[src/usb_buf_lpm_pkg.sv]
package usb_buf_lpm_pkg;

  localparam logic [31:0] ADDR_LIST_BASE  = 32'h4008_0008;
  localparam logic [31:0] ADDR_DATA_PAGE  = 32'h4008_000c;
  localparam logic [31:0] ADDR_LINK_POWER = 32'h4008_0010;
  localparam logic [31:0] ADDR_ABORT      = 32'h4008_0014;
  localparam logic [31:0] ADDR_SLOT_SEL   = 32'h4008_0018;
  localparam logic [31:0] ADDR_SLOT_MODE  = 32'h4008_001c;
  localparam logic [31:0] ADDR_IRQ_STATUS = 32'h4008_0030;
  localparam logic [31:0] ADDR_IRQ_MASK   = 32'h4008_0034;

  localparam int          LIST_BASE_LSB   = 8;
  localparam int          DATA_PAGE_LSB   = 22;
  localparam int          RCV_DUR_LSB     = 0;
  localparam int          REQ_DUR_LSB     = 4;
  localparam int          PENDING_BIT     = 8;
  localparam int          SLOT_LSB        = 2;
  localparam int          N_ENDPOINTS     = 30;
  localparam int          N_SLOTS         = 10;
  localparam logic [31:0] REG_RESET       = 32'h0000_0000;
  localparam logic [1:0]  RESP_OKAY       = 2'h0;
  localparam logic [1:0]  RESP_SLVERR     = 2'h2;

  typedef struct packed {
    logic        valid;
    logic [31:0] addr;
    logic [31:0] data;
    logic [3:0]  strb;
  } reg_wr_t;

  typedef struct packed {
    logic       valid;
    logic [3:0] duration;
  } lpm_token_t;

  typedef struct packed {
    logic valid;
    logic nyet;
  } lpm_reply_t;

  typedef enum logic [1:0] {
    RD_IDLE = 2'b01,
    RD_RESP = 2'b10
  } rd_state_t;

  typedef struct packed {
    logic        aw_have;
    logic [31:0] awaddr;
    logic        w_have;
    logic [31:0] wdata;
    logic [3:0]  wstrb;
    logic        awready;
    logic        wready;
    logic        bvalid;
    logic [1:0]  bresp;
    rd_state_t   rd_state;
    logic [31:0] rdata;
    logic [1:0]  rresp;
  } slave_state_t;

  localparam slave_state_t SLAVE_RESET = '{rd_state: RD_IDLE, awready: 1'b1, wready: 1'b1,
                                           default: '0};

  function automatic logic is_mapped(input logic [31:0] addr);
    return (addr == ADDR_LIST_BASE) || (addr == ADDR_DATA_PAGE) || (addr == ADDR_LINK_POWER) ||
           (addr == ADDR_ABORT) || (addr == ADDR_SLOT_SEL) || (addr == ADDR_SLOT_MODE) ||
           (addr == ADDR_IRQ_STATUS) || (addr == ADDR_IRQ_MASK);
  endfunction

endpackage

[src/usb_buf_lpm_regs.sv]
// Register access over AXI4-Lite was decided locally.
`timescale 1ns/10ps
module usb_buf_lpm_regs
  import usb_buf_lpm_pkg::*;
(
  input  logic                   aclk,
  input  logic                   aresetn,
  input  logic [31:0]            s_axi_awaddr,
  input  logic                   s_axi_awvalid,
  output logic                   s_axi_awready,
  input  logic [31:0]            s_axi_wdata,
  input  logic [3:0]             s_axi_wstrb,
  input  logic                   s_axi_wvalid,
  output logic                   s_axi_wready,
  output logic [1:0]             s_axi_bresp,
  output logic                   s_axi_bvalid,
  input  logic                   s_axi_bready,
  input  logic [31:0]            s_axi_araddr,
  input  logic                   s_axi_arvalid,
  output logic                   s_axi_arready,
  output logic [31:0]            s_axi_rdata,
  output logic [1:0]             s_axi_rresp,
  output logic                   s_axi_rvalid,
  input  logic                   s_axi_rready,
  input  lpm_token_t             lpm_token,
  input  logic                   lpm_enable,
  output lpm_reply_t             lpm_reply,
  input  logic [N_ENDPOINTS-1:0] active_clear,
  input  logic [N_ENDPOINTS-1:0] abort_done,
  output logic [N_ENDPOINTS-1:0] abort_request,
  output logic [31:0]            endpoint_list_base,
  output logic [9:0]             data_area_page,
  output logic [3:0]             resume_duration_required,
  output logic [N_SLOTS-1:0]     current_slot,
  output logic [N_SLOTS-1:0]     dual_slot_enable,
  output logic                   irq
);

  typedef struct packed {
    logic [23:0]            list_base;
    logic [9:0]             data_page;
    logic [3:0]             dur_received;
    logic [3:0]             dur_required;
    logic                   pending;
    logic [N_ENDPOINTS-1:0] abort;
    logic [7:0]             slot;
    logic [7:0]             mode;
    logic [N_ENDPOINTS-1:0] status;
    logic [N_ENDPOINTS-1:0] mask;
    lpm_reply_t             reply;
    logic                   irq;
  } regs_t;

  regs_t       r_q;
  regs_t       r_d;
  reg_wr_t     wr;
  logic [31:0] rd_addr;
  logic [31:0] rd_data;
  logic [31:0] wval;
  logic [31:0] wbits;

  function automatic logic [31:0] merge(input logic [31:0] old, input logic [31:0] data,
                                        input logic [3:0] strb);
    logic [31:0] v;
    v = old;
    for (int b = 0; b < 4; b++) begin
      if (strb[b]) begin
        v[8*b +: 8] = data[8*b +: 8];
      end
    end
    return v;
  endfunction

  // Only stored fields are placed into the word, so reserved bits always read zero.
  function automatic logic [31:0] read_word(input logic [31:0] addr, input regs_t r);
    logic [31:0] v;
    v = REG_RESET;
    case (addr)
      ADDR_LIST_BASE:  v[LIST_BASE_LSB +: 24] = r.list_base;
      ADDR_DATA_PAGE:  v[DATA_PAGE_LSB +: 10] = r.data_page;
      ADDR_LINK_POWER: begin
        v[RCV_DUR_LSB +: 4] = r.dur_received;
        v[REQ_DUR_LSB +: 4] = r.dur_required;
        v[PENDING_BIT]      = r.pending;
      end
      ADDR_ABORT:      v[N_ENDPOINTS-1:0] = r.abort;
      ADDR_SLOT_SEL:   v[SLOT_LSB +: 8] = r.slot;
      ADDR_SLOT_MODE:  v[SLOT_LSB +: 8] = r.mode;
      ADDR_IRQ_STATUS: v[N_ENDPOINTS-1:0] = r.status;
      ADDR_IRQ_MASK:   v[N_ENDPOINTS-1:0] = r.mask;
      default:         v = REG_RESET;
    endcase
    return v;
  endfunction

  axil_reg_slave u_slave (
    .aclk          (aclk),
    .aresetn       (aresetn),
    .s_axi_awaddr  (s_axi_awaddr),
    .s_axi_awvalid (s_axi_awvalid),
    .s_axi_awready (s_axi_awready),
    .s_axi_wdata   (s_axi_wdata),
    .s_axi_wstrb   (s_axi_wstrb),
    .s_axi_wvalid  (s_axi_wvalid),
    .s_axi_wready  (s_axi_wready),
    .s_axi_bresp   (s_axi_bresp),
    .s_axi_bvalid  (s_axi_bvalid),
    .s_axi_bready  (s_axi_bready),
    .s_axi_araddr  (s_axi_araddr),
    .s_axi_arvalid (s_axi_arvalid),
    .s_axi_arready (s_axi_arready),
    .s_axi_rdata   (s_axi_rdata),
    .s_axi_rresp   (s_axi_rresp),
    .s_axi_rvalid  (s_axi_rvalid),
    .s_axi_rready  (s_axi_rready),
    .wr            (wr),
    .rd_addr       (rd_addr),
    .rd_data       (rd_data)
  );

  assign rd_data = read_word(rd_addr, r_q);
  assign wval    = merge(read_word(wr.addr, r_q), wr.data, wr.strb);
  // Set and clear registers act only on written bytes, so unwritten bytes count as zero.
  assign wbits   = merge(REG_RESET, wr.data, wr.strb);

  always_comb begin
    r_d             = r_q;
    r_d.reply.valid = 1'b0;
    if (lpm_token.valid) begin
      r_d.dur_received = lpm_token.duration;
      if (lpm_enable) begin
        // The reply is only chosen here; a disabled LPM leaves the answer to the engine.
        r_d.reply.valid = 1'b1;
        r_d.reply.nyet  = r_q.pending;
      end
    end
    // Hardware retires aborts first so a software abort in the same cycle survives.
    r_d.abort = r_q.abort & ~abort_done;
    for (int i = SLOT_LSB; i < N_SLOTS; i++) begin
      if (active_clear[i] && r_q.mode[i-SLOT_LSB]) begin
        r_d.slot[i-SLOT_LSB] = ~r_q.slot[i-SLOT_LSB];
      end
    end
    if (wr.valid) begin
      case (wr.addr)
        ADDR_LIST_BASE:  r_d.list_base = wval[LIST_BASE_LSB +: 24];
        ADDR_DATA_PAGE:  r_d.data_page = wval[DATA_PAGE_LSB +: 10];
        ADDR_LINK_POWER: begin
          r_d.dur_required = wval[REQ_DUR_LSB +: 4];
          r_d.pending      = wval[PENDING_BIT];
        end
        ADDR_ABORT:      r_d.abort = r_d.abort | wbits[N_ENDPOINTS-1:0];
        ADDR_SLOT_SEL:   r_d.slot = wval[SLOT_LSB +: 8];
        ADDR_SLOT_MODE:  r_d.mode = wval[SLOT_LSB +: 8];
        ADDR_IRQ_STATUS: r_d.status = r_q.status & ~wbits[N_ENDPOINTS-1:0];
        ADDR_IRQ_MASK:   r_d.mask = wval[N_ENDPOINTS-1:0];
        default:         r_d.irq = r_q.irq;
      endcase
    end
    // Events are merged after the clear so one arriving with the clear is kept.
    r_d.status = r_d.status | active_clear | abort_done;
    r_d.irq    = |(r_d.status & r_d.mask);
  end

  always_ff @(posedge aclk) begin
    if (!aresetn) begin
      r_q <= '0;
    end else begin
      r_q <= r_d;
    end
  end

  assign lpm_reply                = r_q.reply;
  assign abort_request            = r_q.abort;
  assign endpoint_list_base       = {r_q.list_base, 8'h00};
  assign data_area_page           = r_q.data_page;
  assign resume_duration_required = r_q.dur_required;
  // Serving an abort leaves the slot named here unchanged; abort_done never touches current_slot.
  assign current_slot             = {r_q.slot, 2'h0};
  assign dual_slot_enable         = {r_q.mode, 2'h0};
  assign irq                      = r_q.irq;

  logic wr_slot;
  logic wr_abort;
  logic wr_full;
  logic rd_take;

  assign wr_slot  = wr.valid && (wr.addr == ADDR_SLOT_SEL);
  assign wr_abort = wr.valid && (wr.addr == ADDR_ABORT);
  assign wr_full  = wr.valid && (wr.strb == 4'hf);
  assign rd_take  = s_axi_arvalid && s_axi_arready;
endmodule

[src/axil_reg_slave.sv]
`timescale 1ns/10ps
module axil_reg_slave
  import usb_buf_lpm_pkg::*;
(
  input  logic        aclk,
  input  logic        aresetn,
  input  logic [31:0] s_axi_awaddr,
  input  logic        s_axi_awvalid,
  output logic        s_axi_awready,
  input  logic [31:0] s_axi_wdata,
  input  logic [3:0]  s_axi_wstrb,
  input  logic        s_axi_wvalid,
  output logic        s_axi_wready,
  output logic [1:0]  s_axi_bresp,
  output logic        s_axi_bvalid,
  input  logic        s_axi_bready,
  input  logic [31:0] s_axi_araddr,
  input  logic        s_axi_arvalid,
  output logic        s_axi_arready,
  output logic [31:0] s_axi_rdata,
  output logic [1:0]  s_axi_rresp,
  output logic        s_axi_rvalid,
  input  logic        s_axi_rready,
  output reg_wr_t     wr,
  output logic [31:0] rd_addr,
  input  logic [31:0] rd_data
);

  slave_state_t s_q;
  slave_state_t s_d;

  assign s_axi_awready = s_q.awready;
  assign s_axi_wready  = s_q.wready;
  assign s_axi_bvalid  = s_q.bvalid;
  assign s_axi_bresp   = s_q.bresp;
  // The one-hot state bits are the handshake flops themselves, so no decode sits on the pins.
  assign s_axi_arready = s_q.rd_state[0];
  assign s_axi_rvalid  = s_q.rd_state[1];
  assign s_axi_rdata   = s_q.rdata;
  assign s_axi_rresp   = s_q.rresp;
  assign rd_addr       = s_axi_araddr;

  // Address and data are held separately so either may arrive first.
  always_comb begin
    s_d = s_q;
    wr = '{valid: s_q.aw_have & s_q.w_have & ~s_q.bvalid, addr: s_q.awaddr,
           data: s_q.wdata, strb: s_q.wstrb};
    if (s_axi_awvalid && s_q.awready) begin
      s_d.aw_have = 1'b1;
      s_d.awaddr  = s_axi_awaddr;
    end
    if (s_axi_wvalid && s_q.wready) begin
      s_d.w_have = 1'b1;
      s_d.wdata  = s_axi_wdata;
      s_d.wstrb  = s_axi_wstrb;
    end
    if (wr.valid) begin
      s_d.aw_have = 1'b0;
      s_d.w_have  = 1'b0;
      s_d.bvalid  = 1'b1;
      s_d.bresp   = is_mapped(s_q.awaddr) ? RESP_OKAY : RESP_SLVERR;
    end
    if (s_q.bvalid && s_axi_bready) begin
      s_d.bvalid = 1'b0;
    end
    s_d.awready = ~s_d.aw_have & ~s_d.bvalid;
    s_d.wready  = ~s_d.w_have & ~s_d.bvalid;
    case (s_q.rd_state)
      RD_IDLE: begin
        if (s_axi_arvalid) begin
          s_d.rd_state = RD_RESP;
          s_d.rdata    = rd_data;
          s_d.rresp    = is_mapped(s_axi_araddr) ? RESP_OKAY : RESP_SLVERR;
        end
      end
      RD_RESP: begin
        if (s_axi_rready) begin
          s_d.rd_state = RD_IDLE;
        end
      end
      default: s_d.rd_state = RD_IDLE;
    endcase
  end

  always_ff @(posedge aclk) begin
    if (!aresetn) begin
      s_q <= SLAVE_RESET;
    end else begin
      s_q <= s_d;
    end
  end

endmodule

[config.mk]
export PLATFORM = sky130hd
export DESIGN_NAME = usb_buf_lpm_regs
export DESIGN_NICKNAME = d
export VERILOG_FILES = /design/src/usb_buf_lpm_pkg.sv /design/src/usb_buf_lpm_regs.sv /design/src/axil_reg_slave.sv
export SDC_FILE = /design/constraint.sdc
export NUM_CORES = 1
export LEC_CHECK = 0
export ABC_AREA = 1
export BUFFER_PORTS_ARGS = -buffer_cell sky130_fd_sc_hd__buf_2
export CAP_MARGIN = 10
export CORE_MARGIN = 1
export CORE_UTILIZATION = 50
export DETAILED_ROUTE_END_ITERATION = 8
export PLACE_DENSITY = 0.74
export SETUP_SLACK_MARGIN = 0.1
export SLEW_MARGIN = 0
export SYNTH_ARGS = -nofsm -noshare
export SYNTH_HDL_FRONTEND = slang
export SYNTH_SLANG_ARGS = --single-unit
[constraint.sdc]
create_clock -name aclk -period 2.5 [get_ports aclk]
set_input_delay 0.125 -clock aclk [delete_from_list [all_inputs] [get_ports aclk]]
set_output_delay 0.125 -clock aclk [all_outputs]
set_load 0.01 [all_outputs]
==> results.toml <==
[layout]
nets = 2665
drive_gt1_share_pct = 18.7
area_growth_pct = 26.2
fin_util_pct = 64.2

[sta]
worstMarginPinSlew_ns = 0.698
finalHoldViolCount = 0
tns_ns = 0
rsz0062_at_grt = "yes"
fin_crit_sh_pct = 94.5
drv_slew = 0
skew_ns = 0.0115
setup_viol = 0
fmaxAchievable_ghz = 0.423
slew_headroom_pct = 53.4
min_period_ns = 2.36

[placement]
place_hpwl_mm = 34.5
routabilityCongestion = 0.947
io_buffer_count = 298

[global_routing]
grt_usage_pct = 34.3
grt_pass1_wl_mm = 77.5
grt_pass1_vias = 14731
grt-ovfl-total = 0
antenna_found_initial = 1
grt_max_degree = 116

[worst_setup_path]
r2r_start = "u_slave.wr[50]"
critical_path_arrival_ns = 2.78
startpoint = "u_slave.wr[50]"
crit_type = "reg -> reg"
required_ns = 2.92
path_max_fanout = 6
endpoint_kind = "flop"
cp-start-kind = "flop"
ff2ff_path_depth = 18

[die]
row_count = 61
dieArea_sq_um = 29000
die_w_microns = 170
coreArea_sq_um = 27900
die_height_microns = 170
initial_utilization_pct = 50.8
ios = 313

[logic_synthesis]
ys_warn_count = 0
postSynthAreaPerCell_sq_um = 6.54
yosysMostFrequentCell = "nand2_1"
yosys-top-cells-area = "dfxtp_1, nand2_1, buf_4"
synthArstFlopShare_pct = 0
synth.top_cell.area_share_pct = 36.9
ys_ff_latch = 261
syn-cell-area_sq_um = 14200
synthFlopType = "dfxtp_1"
synth_common_cells = "nand2_1, inv_1, nor2_1, dfxtp_1, nand3_1"
synth_largest_area_cell = "dfxtp_1"
synth_cell_types = 36
yosysSeqAreaShare_pct = 36.9
postSynthCellCount = 2167
synth_edf_count = 0

[route]
first_pass_iters = 6
via_per_inst = 5.44
routed_wl_mm = 51.5
antenna_left = 0
drtIter0Drc = 1702
route.detailed.wl_per_inst_microns = 17.8
drc = 0
vias = 15723

[pwr]
p_leak_nw = 8.53
internal-power_mw = 7.34
pwr-share-seq_pct = 45.1
pwr_density_cell_nw_per_um2 = 554
power_frac_comb_pct = 12.4
vdd_drop_max_uv = 491
pwr-share-clk_pct = 42.5
p_sw_share_pct = 26.0
p_sw_mw = 2.57

[clock_tree]
root_buffer = "clkbuf_16"
h-tree-depth = 1
clock_sinks = 261
clk_pin_slew_ns = 0.06
cts_max_path_buffers = 3
insertion_delay_ns = 0.56
cts_tree = "done"
numCtsBuffers = 28

[hold_path]
holdPathStages = 4
min_path_type = "in -> reg"
min_from = "s_axi_awvalid"

[flow_run]
maxCapViolCount = 0

[run_status]
run_status = "complete, no violations"
## cell type report
class	count	area (sq um)
flip-flops and latches	261	5230
clock inverters	6	80.1
multi-input cells	1407	6630
repair buffers	506	3530
fillers	2497	9980
clock buffers	43	838
diodes	1	2.50
well taps	378	473
inverters	288	1100
## power by group through the flow
stage / clock network (mW) / logic, mW / registers [mW]
3_5_place_dp: 0 / 0.968 / 4.55
2_1_floorplan: 0 / 0.649 / 4.51
6_report: 4.21 / 1.23 / 4.47
4_1_cts: 4.22 / 1.15 / 4.46
5_1_grt: 4.41 / 1.34 / 4.49
3_3_place_gp: 0 / 0.951 / 4.54
## cell families (layout without fill, tap and decap cells)
kind of cell	count (synthesis)	count (layout)	synth area share, %
compound gates	425	425	16.4
xor+xnor	6	6	0.371
buf+inv	512	843	17.5
flops	261	261	36.9
other cells	1	15	0.0265
simple gates	962	962	28.8
## registers in the layout (all words and copies together), names as in the netlist, 4 cells and up
name / cells
data_area_page: 10
current_slot: 8
abort_request: 30
endpoint_list_base: 24
resume_duration_required: 4
dual_slot_enable: 8
u_slave.wr: 68
u_slave.s_axi_rdata: 32
r_q: 65
## metrics by stage
step / total power, mW / worst slack, ns / instances / instance area (sq um) / hold WS (ns)
2_1_floorplan: 5.16 / 0.633 / 2180 / 14200 / 0.260
3_3_place_gp: 5.50 / 0.0987 / 2684 / 15200 / 0.353
3_5_place_dp: 5.52 / 0.0489 / 2684 / 15200 / 0.365
4_1_cts: 9.83 / 0.121 / 2878 / 17600 / 0.0335
5_1_grt: 10.2 / 0.0397 / 2890 / 17900 / 0.111
6_report: 9.91 / 0.137 / 2890 / 17900 / 0.0415
## metal layers
metal,wire (microns),vias up,GRT usage (%),share of wire [%]
li1,-,7503,-,-
met1,20900,7179,44.3,41
met2,23900,906,57.4,46
met3,4940,135,5.07,9.6
met4,1770,0,13.6,3.4
met5,0,-,0,0
## final timing paths
kind	slack (ns)	endpoint
min reg2reg	0.46	lpm_reply[0]
max reg2reg	0.14	irq
min	0.04	u_slave.wr[60]
max	0.14	irq
## placed cells by master (no fill, tap or decap), types with 4 or more instances in the layout
| master | synthesis | final |
|---|---|---|
| a221oi_1 | 4 | 4 |
| buf_2 | 15 | 297 |
| nand2_4 | 2 | 4 |
| nor2_4 | 4 | 11 |
| o211ai_1 | 28 | 28 |
| clkbuf_8 | 0 | 6 |
| nand2_1 | 433 | 424 |
| nor3_1 | 12 | 12 |
| or2_2 | 4 | 4 |
| inv_1 | 277 | 274 |
| nand4_1 | 20 | 20 |
| a21oi_1 | 120 | 120 |
| dfxtp_1 | 261 | 260 |
| nand3_1 | 202 | 199 |
| buf_6 | 2 | 6 |
| inv_2 | 7 | 7 |
| o221ai_1 | 5 | 5 |
| buf_4 | 139 | 51 |
| nor2_2 | 10 | 15 |
| a31oi_1 | 41 | 41 |
| dlygate4sd3_1 | 0 | 145 |
| conb_1 | 1 | 14 |
| clkinv_2 | 0 | 4 |
| nand2_2 | 5 | 11 |
| o22ai_1 | 24 | 24 |
| o21ai_1 | 18 | 19 |
| nor2_1 | 264 | 252 |
| buf_12 | 0 | 5 |
| clkbuf_1 | 60 | 8 |
| o21ai_0 | 181 | 180 |
| xor2_1 | 6 | 6 |
| clkbuf_16 | 0 | 30 |
## worst max-delay path: stages (launching register included)
cell and delay (ns):
dfxtp_1 0.31, nor2_1 0.16, nand2_2 0.11, inv_2 0.11
nand2_8 0.09, buf_6 0.13, nor2_4 0.19, nand2_4 0.13
buf_6 0.18, nand3_1 0.06, nand3_1 0.06, nand2_1 0.09
nand3_2 0.08, nand3_1 0.07, nand2_1 0.05, nor2_1 0.14
nand2_1 0.09, nor2_1 0.10, a21oi_1 0.07
## repair_timing
action / CTS / global route
setup buffers: 0 / 10
pin swaps: 0 / 12
gates cloned: 0 / 1
endpoints found under the setup margin: 1 / 3
hold buffers: 145 / 0
endpoints found under the hold margin: 148 / 0
gates resized for setup: 2 / 49
Note: power is estimated with default switching activity, not from simulation.
